<file path="src/frt_pkg.sv">
// frt_pkg: constants, field layout and types of the free running timer.
// assumes a 100 MHz system clock and a 32-bit classic wishbone host.
package frt_pkg;
    // clock and pulse timing
    localparam int CLK_PERIOD_NS = 10;
    localparam int WD_PULSE_NS = 40;
    localparam int RST_PULSE_CYC =
        (WD_PULSE_NS + CLK_PERIOD_NS - 1) / CLK_PERIOD_NS;
    // divider chain
    localparam int CHAIN_W = 17;
    localparam int PACC_GATE_LOG2 = 6;
    localparam int PRESC_LOG2_DIV1 = 0;
    localparam int PRESC_LOG2_DIV4 = 2;
    localparam int PRESC_LOG2_DIV8 = 3;
    localparam int PRESC_LOG2_DIV16 = 4;
    // register byte offsets
    localparam logic [7:0] OFF_CTRL = 8'h00;
    localparam logic [7:0] OFF_COUNT = 8'h04;
    localparam logic [7:0] OFF_EDGE = 8'h08;
    localparam logic [7:0] OFF_OC_ACT = 8'h0C;
    localparam logic [7:0] OFF_OC1 = 8'h10;
    localparam logic [7:0] OFF_FLAGS = 8'h14;
    localparam logic [7:0] OFF_IRQ_EN = 8'h18;
    localparam logic [7:0] OFF_PORT = 8'h1C;
    localparam logic [7:0] OFF_DIR = 8'h20;
    localparam logic [7:0] OFF_PACC = 8'h24;
    localparam logic [7:0] OFF_WDOG = 8'h28;
    localparam logic [7:0] OFF_CHAN = 8'h40;
    localparam logic [7:0] OFF_CHAN_END = 8'h5C;
    // control register fields
    localparam int CTRL_W = 9;
    localparam int CTRL_PRESC = 0;
    localparam int CTRL_RTI = 2;
    localparam int CTRL_PACC_EN = 4;
    localparam int CTRL_PACC_GATED = 5;
    localparam int CTRL_PACC_POL = 6;
    localparam int CTRL_CH4_CAPT = 7;
    localparam int CTRL_WD_EN = 8;
    // flag bits, bits 7:0 are the channel events
    localparam int FLG_W = 12;
    localparam int FLG_OVF = 8;
    localparam int FLG_RTI = 9;
    localparam int FLG_PACC_OVF = 10;
    localparam int FLG_PACC_EDGE = 11;
    // channels and pins
    localparam int CH_N = 8;
    localparam int CH_SHARED = 3;
    localparam int CH_OC1 = 4;
    localparam int OC1_W = 10;
    localparam int OC1_DATA = 5;
    localparam int PIN_N = 8;
    localparam int PIN_OC_LOW = 3;
    localparam int PIN_TOP = 7;
    localparam int EDGE_RISE = 0;
    localparam int EDGE_FALL = 1;
    // reset values and keys
    localparam logic [15:0] CMP_RST = 16'hFFFF;
    localparam logic [15:0] CNT_MAX = 16'hFFFF;
    localparam logic [7:0] PACC_MAX = 8'hFF;
    localparam logic [7:0] WD_KEY_ARM = 8'h55;
    localparam logic [7:0] WD_KEY_FIRE = 8'hAA;
    // compare pin actions
    localparam logic [1:0] OC_NONE = 2'h0;
    localparam logic [1:0] OC_TOGGLE = 2'h1;
    localparam logic [1:0] OC_CLEAR = 2'h2;
    localparam logic [1:0] OC_SET = 2'h3;

    typedef enum logic {WD_IDLE, WD_ARMED} frt_wd_e;

    function automatic int presc_log2(input logic [1:0] sel);
        case (sel)
            2'h0: return PRESC_LOG2_DIV1;
            2'h1: return PRESC_LOG2_DIV4;
            2'h2: return PRESC_LOG2_DIV8;
            default: return PRESC_LOG2_DIV16;
        endcase
    endfunction : presc_log2
endpackage : frt_pkg

</file>
<file path="src/frt_timer.sv">
// frt_timer: prescaled 16-bit free running counter with capture/compare,
// pulse accumulator, periodic interrupt and watchdog, wishbone registers.
// assumes synchronous wishbone master on CLK_SYS_I, async port A pins.
// Functional notes
// RQ1: prescaler divides by 1, 4, 8, 16 for select codes 00..11.
// RQ2: main counter is 16 bits, counts up from zero after reset.
// RQ3: at all-ones counter wraps to zero, sets overflow, keeps counting.
// RQ4: software cannot reset, load, stop or interrupt the main counter.
// RQ5: three capture, four compare, one shared channel, each 16-bit.
// RQ6: every timer event has its own enable and interrupt line.
// RQ7: chain taps clock accumulator, periodic interrupt and watchdog.
// RQ8: event mode counts each selected edge on the accumulator input.
// RQ9: gated mode counts internal clock while input holds chosen level.
// RQ10: periodic interrupt at one of four selectable rates.
// RQ11: watchdog clocked at bus clock over 2^15, times out unless served.
// RQ12: watchdog timeout drives the reset pin low.
// RQ13: four low pins have edge detectors with edge selection.
// RQ14: low four pin levels always readable through port data.
// RQ15: compare-owned pins ignore general purpose writes.
// RQ16: compare channels two to five each own one port pin.
// RQ17: compare channel one may drive any of the five upper pins.
// RQ18: top pin is gpio, accumulator input or channel one output.
// RQ19: captures take the stable count, not the one being incremented.
// RQ20: counter steps exactly one per prescaler tick.
`timescale 1ns/100ps
module frt_timer #(
    parameter int WD_DIV_LOG2 = 15,
    parameter int RTI_BASE_LOG2 = 13,
    parameter int WD_TIMEOUT_TICKS = 8
) (
    // clock and reset
    input wire logic CLK_SYS_I,
    input wire logic RST_N_I,
    // wishbone slave
    input wire logic WB_CYC_I,
    input wire logic WB_STB_I,
    input wire logic WB_WE_I,
    input wire logic [7:0] WB_ADR_I,
    input wire logic [3:0] WB_SEL_I,
    input wire logic [31:0] WB_DAT_I,
    output logic [31:0] WB_DAT_O,
    output logic WB_ACK_O,
    // port a pins
    input wire logic [frt_pkg::PIN_N-1:0] PA_I,
    output logic [frt_pkg::PIN_N-1:0] PA_O,
    output logic [frt_pkg::PIN_N-1:0] PA_OE_O,
    // open drain reset pin
    output logic RST_PIN_O,
    output logic RST_PIN_OE_O,
    // one interrupt line per event
    output logic [frt_pkg::FLG_W-1:0] IRQ_O
);
    import frt_pkg::*;

    if (WD_DIV_LOG2 < 1 || WD_DIV_LOG2 > CHAIN_W)
        $error("frt_timer: WD_DIV_LOG2 out of range");
    if (RTI_BASE_LOG2 < 1 || RTI_BASE_LOG2 + 3 > CHAIN_W)
        $error("frt_timer: RTI_BASE_LOG2 out of range");
    if (WD_TIMEOUT_TICKS < 1 || WD_TIMEOUT_TICKS > 15)
        $error("frt_timer: WD_TIMEOUT_TICKS out of range");

    localparam logic [3:0] WD_LAST = 4'(WD_TIMEOUT_TICKS - 1);
    localparam logic [2:0] RST_CNT_LOAD = 3'(RST_PULSE_CYC - 1);

    typedef struct packed {
        logic [PIN_N-1:0] s1;
        logic [PIN_N-1:0] s2;
        logic [PIN_N-1:0] s3;
        logic [PIN_N-1:0] lvl;
        logic ack;
        logic [31:0] rdat;
        logic [CHAIN_W-1:0] chain;
        logic [15:0] cnt;
        logic [CTRL_W-1:0] ctrl;
        logic [7:0] edge_cfg;
        logic [7:0] oc_act;
        logic [OC1_W-1:0] oc1_ctl;
        logic [FLG_W-1:0] flags;
        logic [FLG_W-1:0] irq_en;
        logic [PIN_N-1:0] gp;
        logic [PIN_N-1:0] dir;
        logic [7:0] pacc;
        logic [CH_N-1:0][15:0] ch;
        logic [PIN_N-1:0] oc_lvl;
        logic [PIN_N-1:0] pa_out;
        logic [PIN_N-1:0] pa_oe;
        frt_wd_e wd_st;
        logic [3:0] wd_cnt;
        logic [2:0] rst_cnt;
        logic rst_drv;
    } frt_state_s;

    frt_state_s state_reg;
    frt_state_s state_next;

    // true when the low n bits of the chain are all ones
    function automatic logic low_ones(input logic [CHAIN_W-1:0] v,
                                      input int n);
        logic [CHAIN_W-1:0] m;
        m = CHAIN_W'((64'h0000_0000_0000_0001 << n) - 1);
        return &(v | ~m);
    endfunction : low_ones

    // byte lane merge of a write into a register
    function automatic logic [31:0] wb_merge(input logic [31:0] old,
                                             input logic [31:0] d,
                                             input logic [3:0] sel);
        logic [31:0] r;
        r = old;
        for (int b = 0; b < 4; b++)
        begin
            if (sel[b])
                r[8*b +: 8] = d[8*b +: 8];
        end
        return r;
    endfunction : wb_merge

    logic tick;
    logic wd_tick;
    logic wd_timeout;
    logic pacc_inc;
    logic pacc_edge;
    logic req;
    logic wr;
    logic [15:0] cnt_inc;
    logic [PIN_N-1:0] rise;
    logic [PIN_N-1:0] fall;
    logic [PIN_N-1:0] own;
    logic [CH_N-1:0] match;
    logic [CH_N-1:0] cap_hit;
    logic [FLG_W-1:0] ev;
    logic [FLG_W-1:0] clr;
    logic [31:0] mw;
    logic [1:0] cfg;
    logic [1:0] act;
    int idx;
    int pin;

    always_comb
    begin
        state_next = state_reg;
        ev = '0;
        clr = '0;
        mw = '0;
        cfg = '0;
        act = '0;
        idx = 0;
        pin = 0;
        own = '0;
        match = '0;
        cap_hit = '0;
        pacc_inc = 1'b0;
        pacc_edge = 1'b0;
        wd_timeout = 1'b0;
        // three flop pin synchroniser, level moves when stages 2 and 3 agree
        state_next.s1 = PA_I;
        state_next.s2 = state_reg.s1;
        state_next.s3 = state_reg.s2;
        for (int i = 0; i < PIN_N; i++)
        begin
            if (state_reg.s2[i] == state_reg.s3[i])
                state_next.lvl[i] = state_reg.s3[i];
        end
        rise = ~state_reg.lvl & state_next.lvl;
        fall = state_reg.lvl & ~state_next.lvl;
        // RQ7 free running divider chain
        state_next.chain = state_reg.chain + CHAIN_W'(1);
        // RQ1 prescaler tap
        tick = low_ones(state_reg.chain,
                        presc_log2(state_reg.ctrl[CTRL_PRESC +: 2]));
        cnt_inc = state_reg.cnt + 16'h0001;
        // RQ20 one step per tick
        if (tick)
        begin
            state_next.cnt = cnt_inc;
            // RQ3 wrap and overflow
            if (state_reg.cnt == CNT_MAX)
                ev[FLG_OVF] = 1'b1;
        end
        // RQ13 edge selection on the four capture pins
        for (int k = 0; k <= CH_SHARED; k++)
        begin
            cfg = state_reg.edge_cfg[2*k +: 2];
            cap_hit[k] = (cfg[EDGE_RISE] & rise[k]) |
                (cfg[EDGE_FALL] & fall[k]);
        end
        cap_hit[CH_SHARED] = cap_hit[CH_SHARED] &
            state_reg.ctrl[CTRL_CH4_CAPT];
        // RQ19 capture the settled count
        for (int k = 0; k <= CH_SHARED; k++)
        begin
            if (cap_hit[k])
            begin
                state_next.ch[k] = state_reg.cnt;
                ev[k] = 1'b1;
            end
        end
        // RQ5 compare channels match on the new count
        for (int k = CH_SHARED; k < CH_N; k++)
        begin
            match[k] = tick && (cnt_inc == state_reg.ch[k]);
        end
        match[CH_SHARED] = match[CH_SHARED] &
            ~state_reg.ctrl[CTRL_CH4_CAPT];
        ev[CH_N-1:CH_SHARED] = ev[CH_N-1:CH_SHARED] | match[CH_N-1:CH_SHARED];
        // RQ16 channels two to five on pins six down to three
        for (int j = 0; j < 4; j++)
        begin
            idx = (j == 3) ? CH_SHARED : CH_OC1 + 1 + j;
            pin = PIN_TOP - 1 - j;
            act = state_reg.oc_act[2*j +: 2];
            if (j == 3 && state_reg.ctrl[CTRL_CH4_CAPT])
                act = OC_NONE;
            own[pin] = (act != OC_NONE);
            if (match[idx])
            begin
                case (act)
                    OC_TOGGLE: state_next.oc_lvl[pin] = ~state_reg.oc_lvl[pin];
                    OC_CLEAR: state_next.oc_lvl[pin] = 1'b0;
                    OC_SET: state_next.oc_lvl[pin] = 1'b1;
                    default: state_next.oc_lvl[pin] = state_reg.oc_lvl[pin];
                endcase
            end
        end
        // RQ17 channel one drives any masked upper pin, taking priority
        for (int p = PIN_OC_LOW; p <= PIN_TOP; p++)
        begin
            if (state_reg.oc1_ctl[p - PIN_OC_LOW])
            begin
                own[p] = 1'b1;
                if (match[CH_OC1])
                    state_next.oc_lvl[p] =
                        state_reg.oc1_ctl[p - PIN_OC_LOW + OC1_DATA];
            end
        end
        // RQ10 periodic interrupt at one of four chain taps
        if (low_ones(state_reg.chain,
                     RTI_BASE_LOG2 + int'(state_reg.ctrl[CTRL_RTI +: 2])))
            ev[FLG_RTI] = 1'b1;
        // RQ18 top pin feeds the pulse accumulator
        if (state_reg.ctrl[CTRL_PACC_EN])
        begin
            if (!state_reg.ctrl[CTRL_PACC_GATED])
            begin
                // RQ8 count selected edges
                pacc_edge = state_reg.ctrl[CTRL_PACC_POL] ?
                    rise[PIN_TOP] : fall[PIN_TOP];
                pacc_inc = pacc_edge;
            end
            else
            begin
                // RQ9 count chain ticks while level matches
                pacc_edge = state_reg.ctrl[CTRL_PACC_POL] ?
                    fall[PIN_TOP] : rise[PIN_TOP];
                pacc_inc = low_ones(state_reg.chain, PACC_GATE_LOG2) &&
                    (state_reg.lvl[PIN_TOP] == state_reg.ctrl[CTRL_PACC_POL]);
            end
        end
        ev[FLG_PACC_EDGE] = pacc_edge;
        if (pacc_inc)
        begin
            state_next.pacc = state_reg.pacc + 8'h01;
            if (state_reg.pacc == PACC_MAX)
                ev[FLG_PACC_OVF] = 1'b1;
        end
        // RQ11 watchdog on the chain tap
        wd_tick = low_ones(state_reg.chain, WD_DIV_LOG2);
        if (!state_reg.ctrl[CTRL_WD_EN])
            state_next.wd_cnt = '0;
        else if (wd_tick)
        begin
            if (state_reg.wd_cnt == WD_LAST)
            begin
                wd_timeout = 1'b1;
                state_next.wd_cnt = '0;
            end
            else
                state_next.wd_cnt = state_reg.wd_cnt + 4'h1;
        end
        // RQ12 reset pin pulse
        if (wd_timeout)
        begin
            state_next.rst_drv = 1'b1;
            state_next.rst_cnt = RST_CNT_LOAD;
        end
        else if (state_reg.rst_drv)
        begin
            if (state_reg.rst_cnt == 3'h0)
                state_next.rst_drv = 1'b0;
            else
                state_next.rst_cnt = state_reg.rst_cnt - 3'h1;
        end
        // wishbone: ack one cycle after request, write at the acked edge
        req = WB_CYC_I & WB_STB_I & ~state_reg.ack;
        wr = WB_CYC_I & WB_STB_I & state_reg.ack & WB_WE_I;
        state_next.ack = req;
        state_next.rdat = '0;
        if (req)
        begin
            if (WB_ADR_I == OFF_CTRL)
                state_next.rdat = 32'(state_reg.ctrl);
            else if (WB_ADR_I == OFF_COUNT)
                state_next.rdat = 32'(state_reg.cnt);
            else if (WB_ADR_I == OFF_EDGE)
                state_next.rdat = 32'(state_reg.edge_cfg);
            else if (WB_ADR_I == OFF_OC_ACT)
                state_next.rdat = 32'(state_reg.oc_act);
            else if (WB_ADR_I == OFF_OC1)
                state_next.rdat = 32'(state_reg.oc1_ctl);
            else if (WB_ADR_I == OFF_FLAGS)
                state_next.rdat = 32'(state_reg.flags);
            else if (WB_ADR_I == OFF_IRQ_EN)
                state_next.rdat = 32'(state_reg.irq_en);
            // RQ14 pin levels readable at all times
            else if (WB_ADR_I == OFF_PORT)
                state_next.rdat = 32'(state_reg.lvl);
            else if (WB_ADR_I == OFF_DIR)
                state_next.rdat = 32'(state_reg.dir);
            else if (WB_ADR_I == OFF_PACC)
                state_next.rdat = 32'(state_reg.pacc);
            else if (WB_ADR_I >= OFF_CHAN && WB_ADR_I <= OFF_CHAN_END)
                state_next.rdat = 32'(state_reg.ch[WB_ADR_I[4:2]]);
        end
        // RQ4 the count register has no write path
        if (wr)
        begin
            if (WB_ADR_I == OFF_CTRL)
            begin
                mw = wb_merge(32'(state_reg.ctrl), WB_DAT_I, WB_SEL_I);
                state_next.ctrl = mw[CTRL_W-1:0];
            end
            else if (WB_ADR_I == OFF_EDGE)
            begin
                mw = wb_merge(32'(state_reg.edge_cfg), WB_DAT_I, WB_SEL_I);
                state_next.edge_cfg = mw[7:0];
            end
            else if (WB_ADR_I == OFF_OC_ACT)
            begin
                mw = wb_merge(32'(state_reg.oc_act), WB_DAT_I, WB_SEL_I);
                state_next.oc_act = mw[7:0];
            end
            else if (WB_ADR_I == OFF_OC1)
            begin
                mw = wb_merge(32'(state_reg.oc1_ctl), WB_DAT_I, WB_SEL_I);
                state_next.oc1_ctl = mw[OC1_W-1:0];
            end
            else if (WB_ADR_I == OFF_FLAGS)
            begin
                mw = wb_merge(32'h0000_0000, WB_DAT_I, WB_SEL_I);
                clr = mw[FLG_W-1:0];
            end
            else if (WB_ADR_I == OFF_IRQ_EN)
            begin
                mw = wb_merge(32'(state_reg.irq_en), WB_DAT_I, WB_SEL_I);
                state_next.irq_en = mw[FLG_W-1:0];
            end
            else if (WB_ADR_I == OFF_PORT)
            begin
                mw = wb_merge(32'(state_reg.gp), WB_DAT_I, WB_SEL_I);
                state_next.gp = mw[PIN_N-1:0];
            end
            else if (WB_ADR_I == OFF_DIR)
            begin
                mw = wb_merge(32'(state_reg.dir), WB_DAT_I, WB_SEL_I);
                state_next.dir = mw[PIN_N-1:0];
            end
            else if (WB_ADR_I == OFF_PACC)
            begin
                mw = wb_merge(32'(state_reg.pacc), WB_DAT_I, WB_SEL_I);
                state_next.pacc = mw[7:0];
            end
            else if (WB_ADR_I == OFF_WDOG && WB_SEL_I[0])
            begin
                // RQ11 two step service sequence
                if (WB_DAT_I[7:0] == WD_KEY_ARM)
                    state_next.wd_st = WD_ARMED;
                else
                begin
                    if (WB_DAT_I[7:0] == WD_KEY_FIRE &&
                        state_reg.wd_st == WD_ARMED)
                        state_next.wd_cnt = '0;
                    state_next.wd_st = WD_IDLE;
                end
            end
            else if (WB_ADR_I >= OFF_CHAN && WB_ADR_I <= OFF_CHAN_END)
            begin
                if (WB_ADR_I[4:2] >= 3'(CH_OC1) ||
                    (WB_ADR_I[4:2] == 3'(CH_SHARED) &&
                     !state_reg.ctrl[CTRL_CH4_CAPT]))
                begin
                    mw = wb_merge(32'(state_reg.ch[WB_ADR_I[4:2]]),
                                  WB_DAT_I, WB_SEL_I);
                    state_next.ch[WB_ADR_I[4:2]] = mw[15:0];
                end
            end
        end
        // set wins over a same cycle clear
        state_next.flags = (state_reg.flags & ~clr) | ev;
        // RQ15 owned pins show the compare level, not the gpio latch
        for (int i = 0; i < PIN_N; i++)
        begin
            state_next.pa_out[i] = own[i] ? state_next.oc_lvl[i] :
                state_next.gp[i];
            state_next.pa_oe[i] = own[i] | state_next.dir[i];
        end
        if (state_next.ctrl[CTRL_PACC_EN] && !own[PIN_TOP])
            state_next.pa_oe[PIN_TOP] = 1'b0;
    end

    // RQ2 counter starts from zero, compares from all ones
    always_ff @(posedge CLK_SYS_I or negedge RST_N_I)
    begin
        if (!RST_N_I)
        begin
            state_reg <= '0;
            for (int k = CH_SHARED; k < CH_N; k++)
            begin
                state_reg.ch[k] <= CMP_RST;
            end
        end
        else
            state_reg <= state_next;
    end

    assign WB_DAT_O = state_reg.rdat;
    assign WB_ACK_O = state_reg.ack;
    assign PA_O = state_reg.pa_out;
    assign PA_OE_O = state_reg.pa_oe;
    assign RST_PIN_O = 1'b0;
    assign RST_PIN_OE_O = state_reg.rst_drv;
    // RQ6 one gated line per event
    assign IRQ_O = state_reg.flags & state_reg.irq_en;
endmodule : frt_timer

</file>
<file path="config.mk">
export PLATFORM = sky130hd
export DESIGN_NAME = frt_timer
export DESIGN_NICKNAME = d
export VERILOG_FILES = /design/src/frt_pkg.sv /design/src/frt_timer.sv
export SDC_FILE = /design/constraint.sdc
export NUM_CORES = 1
export LEC_CHECK = 0
export BUFFER_PORTS_ARGS = -buffer_cell sky130_fd_sc_hd__buf_2
export CORE_MARGIN = 2
export CORE_UTILIZATION = 40
export DETAILED_ROUTE_END_ITERATION = 10
export HOLD_SLACK_MARGIN = 0.05
export PLACE_DENSITY_LB_ADDON = 0.3
export SYNTH_ARGS = -nofsm -noshare
export SYNTH_HDL_FRONTEND = slang
export SYNTH_SLANG_ARGS = --single-unit
</file>
<file path="constraint.sdc">
create_clock -name CLK_SYS_I -period 2.8 [get_ports CLK_SYS_I]
set_input_delay 0.42 -clock CLK_SYS_I [delete_from_list [all_inputs] [get_ports CLK_SYS_I]]
set_output_delay 0.42 -clock CLK_SYS_I [all_outputs]
set_load 0.05 [all_outputs]
</file>
==> results.yml <==
die:
  ios: 120
  fp-row-count: 77
  fp.dieH_um: 215
  core_area_mm2: 0.0441
  die_x_um: 215
  dieArea_mm2: 0.0463
  start_util_pct: 40.4
synthesis:
  syn_inst: 1635
  avgSynthCellArea_um2: 10.9
  yosys.area_share.simple_pct: 15.0
  async_reset_ff_share_pct: 100
  synth_xor_area_share_pct: 6.11
  yosysSeqAreaShare_pct: 45.0
  synth_top_family_by_area: "multiplexers"
  synth_common_cells: "dfrtp_1 (237), mux2_2 (191), nand2_1 (123)"
  yosysMostFrequentCell: "dfrtp_1"
  synthDistinctLibCells: 92
  synthAdderAreaFrac_pct: 1.28
  yosysWarnings: 0
  yosys-top-cells-area: "dfrtp_1 (33%), mux2_2 (12%), dfstp_2 (12%)"
  synth_mux_area_share_pct: 17.6
  ys.flop_type: "dfrtp_1"
  synth_area_mm2: 0.0178
  synth_edf_count: 0
  synth_top_area_cell: "dfrtp_1"
  synth_top_area_share_pct: 33.3
  synth_compound_area_share_pct: 9.96
  ys_ff_latch: 317
placement:
  pre_cts_ws_ps: -624
  io_buffers: 84
  routabilityCongestion: 0.983
  placed_area_mm2: 0.0202
  place_hpwl_um: 42500
outcome:
  status: "complete, but fails checks"
  violations: "negative setup slack"
cells_and_area:
  final_area_mm2: 0.0220
  n_antenna_cell: 0
  fillers: 4061
  fin_util_pct: 49.9
  largest_reg_flops: 265
  syn_to_final_growth_pct: 23.4
  nNetsFinal: 1941
  layout-drive-gt1-share_pct: 40.2
power:
  seq_power_share_pct: 40.1
  power.share.combinational_pct: 19.1
  p_leak_nw: 9.81
  p_clk_share_pct: 40.8
  switching_share_pct: 29.3
  switching_power_mw: 3.52
  cellPowerDensity_mw_per_mm2: 546
  internal_power_mw: 8.49
  ir_worst_vdd_mv: 0.383
  p_total_mw: 12.0
clocking:
  clockRootBuffer: "clkbuf_16"
  numCtsBuffers: 37
  h-tree-depth: 2
  path_clk_slew_ps: 60
  cts_tree: "yes"
  clockBufferDepth: 3
  cts.sinks: 317
  worst_skew_pair.late_latency_ps: 580
timing:
  max_freq_mhz: 328
  maxSlewHeadroom_pct: 46.1
  clock_skew_ps: 23.2
  rsz0062_at_grt: "true"
  period_share_pct: 109
  period_needed_ps: 3050
  tns_ps: -1080
  setup_slack_ps: -248
  tightest_slew_ps: 806
  maxSlewViolCount: 0
  finalHoldViolCount: 0
  finalSetupViolations: 10
min_path:
  min-delay-start: "WB_STB_I"
  hold-path-cell-count: 3
  hold_path.class: "in -> reg"
global_route:
  antenna_found_initial: 0
  grt_pass1_wl_um: 89700
  grt_max_degree: 73
  gr-total-overflow: 0
  grt_use_total_pct: 25.5
  grt_pass1_vias: 14113
detailed_routing:
  remaining_drc_errors: 0
  routed_wl_um: 58700
  vias_per_cell: 5.67
  drtPass1Iterations: 5
  detail-route-antenna-nets: 0
  vias: 14100
  drt_iter0_markers: 1137
  drt-wirelength-per-cell_um: 23.6
setup_path:
  cp.arrival_ps: 3520
  crit_type: "reg -> reg"
  reg2reg_slack_ps: -250
  cp-start-kind: "flip-flop"
  r2r-start: "state_reg[244]"
  crit_path_start: "state_reg[244]"
  cp_data_required_time_ps: 3270
  worstPathMaxFanout: 4
  r2r-end: "PA_O[5]"
  crit_path_end_kind: "flip-flop"
  endpoint: "PA_O[5]"
  worstRegToRegCells: 13
job:
  maxCapViolations: 0
-- layout make-up --
class	instances	area [um2]	area share [%]
Timing Repair Buffer	326	2470	11.2
Sequential cell	317	8040	36.5
Clock inverter	13	171	0.779
Inverter	28	105	0.478
Multi-Input combinational cell	1159	9440	42.9
Tap cell	592	741	3.37
Clock buffer	52	1040	4.74
-- per-layer routing --
metal  global-route usage, %  share of wire [%]  vias to the layer above  wire length [um]
li1                        -                  -                     6357                 -
met1                    35.3                 45                     7201             26200
met2                    41.4                 47                      441             27800
met3                    3.43                4.8                      101              2790
met4                    8.28                3.3                        0              1950
met5                       0                  0                        -                 0
-- logic make-up after synthesis --
logic type                 count (synthesis)
muxes                                    249
DFF                                      317
other                                      2
AOI/OAI and AO/OA                        257
adders and majority gates                 19
xor gates and xnor gates                 114
buffers and inverters                    177
and+or+nand+nor                          500
-- worst min-delay path by stage --
stage | to
floorplan | PA_OE_O[0]
global placement | state_next[323]
detailed placement | state_next[318]
CTS | WB_DAT_O[8]
global route | WB_DAT_O[8]
finish | WB_DAT_O[8]
-- timing repair --
item	in CTS	in global routing
buffers inserted	15	3
gates cloned	0	0
pin swaps	34	27
endpoints found under the setup margin	13	13
hold endpoints to repair	66	0
gates resized for setup	49	37
hold buffers	9	0
-- power by group through the flow --
stage	clock, mW	sequential (mW)	combinational, mW
after global routing	5.17	4.83	2.43
final	4.90	4.82	2.29
after floorplan	0	4.83	1.20
after detailed placement	0	4.87	2.06
after CTS	4.99	4.81	2.23
after global placement	0	4.86	2.05
-- through the flow --
stage / hold WS [ps] / std cells
finish: 118 / 2487
global route: 122 / 2487
CTS: 92.3 / 2488
detailed placement: 336 / 2399
global placement: 337 / 2399
floorplan: 124 / 1653
-- worst max-delay path: stages (launching register included) --
cell     delay, ps
dfrtp_2        440
ha_4           190
buf_4          130
and3_4         180
buf_4          130
buf_4          140
nand3_1         80
a21oi_1         70
nor3_1         430
nand4_1        290
buf_4          240
o41ai_4        330
nand4_1        120
and3b_1        170
-- layout by cell type (no fill, tap or decap), types with 13 or more instances in the layout --
cell	instances
a21oi_1	60
a31oi_1	16
and2_1	18
and3_1	13
buf_12	13
buf_2	83
buf_4	210
clkbuf_16	37
conb_1	20
dfrtp_1	234
dfstp_2	80
inv_1	20
mux2_2	191
mux2i_1	26
mux4_2	32
nand2_1	120
nand2b_1	30
nand3_1	42
nand4_1	27
nor2_1	111
nor2b_1	16
nor3_1	26
o21ai_0	40
o22ai_1	14
or3_1	16
xnor2_1	73
xor2_1	32
Note: power is estimated with default switching activity, not from simulation.
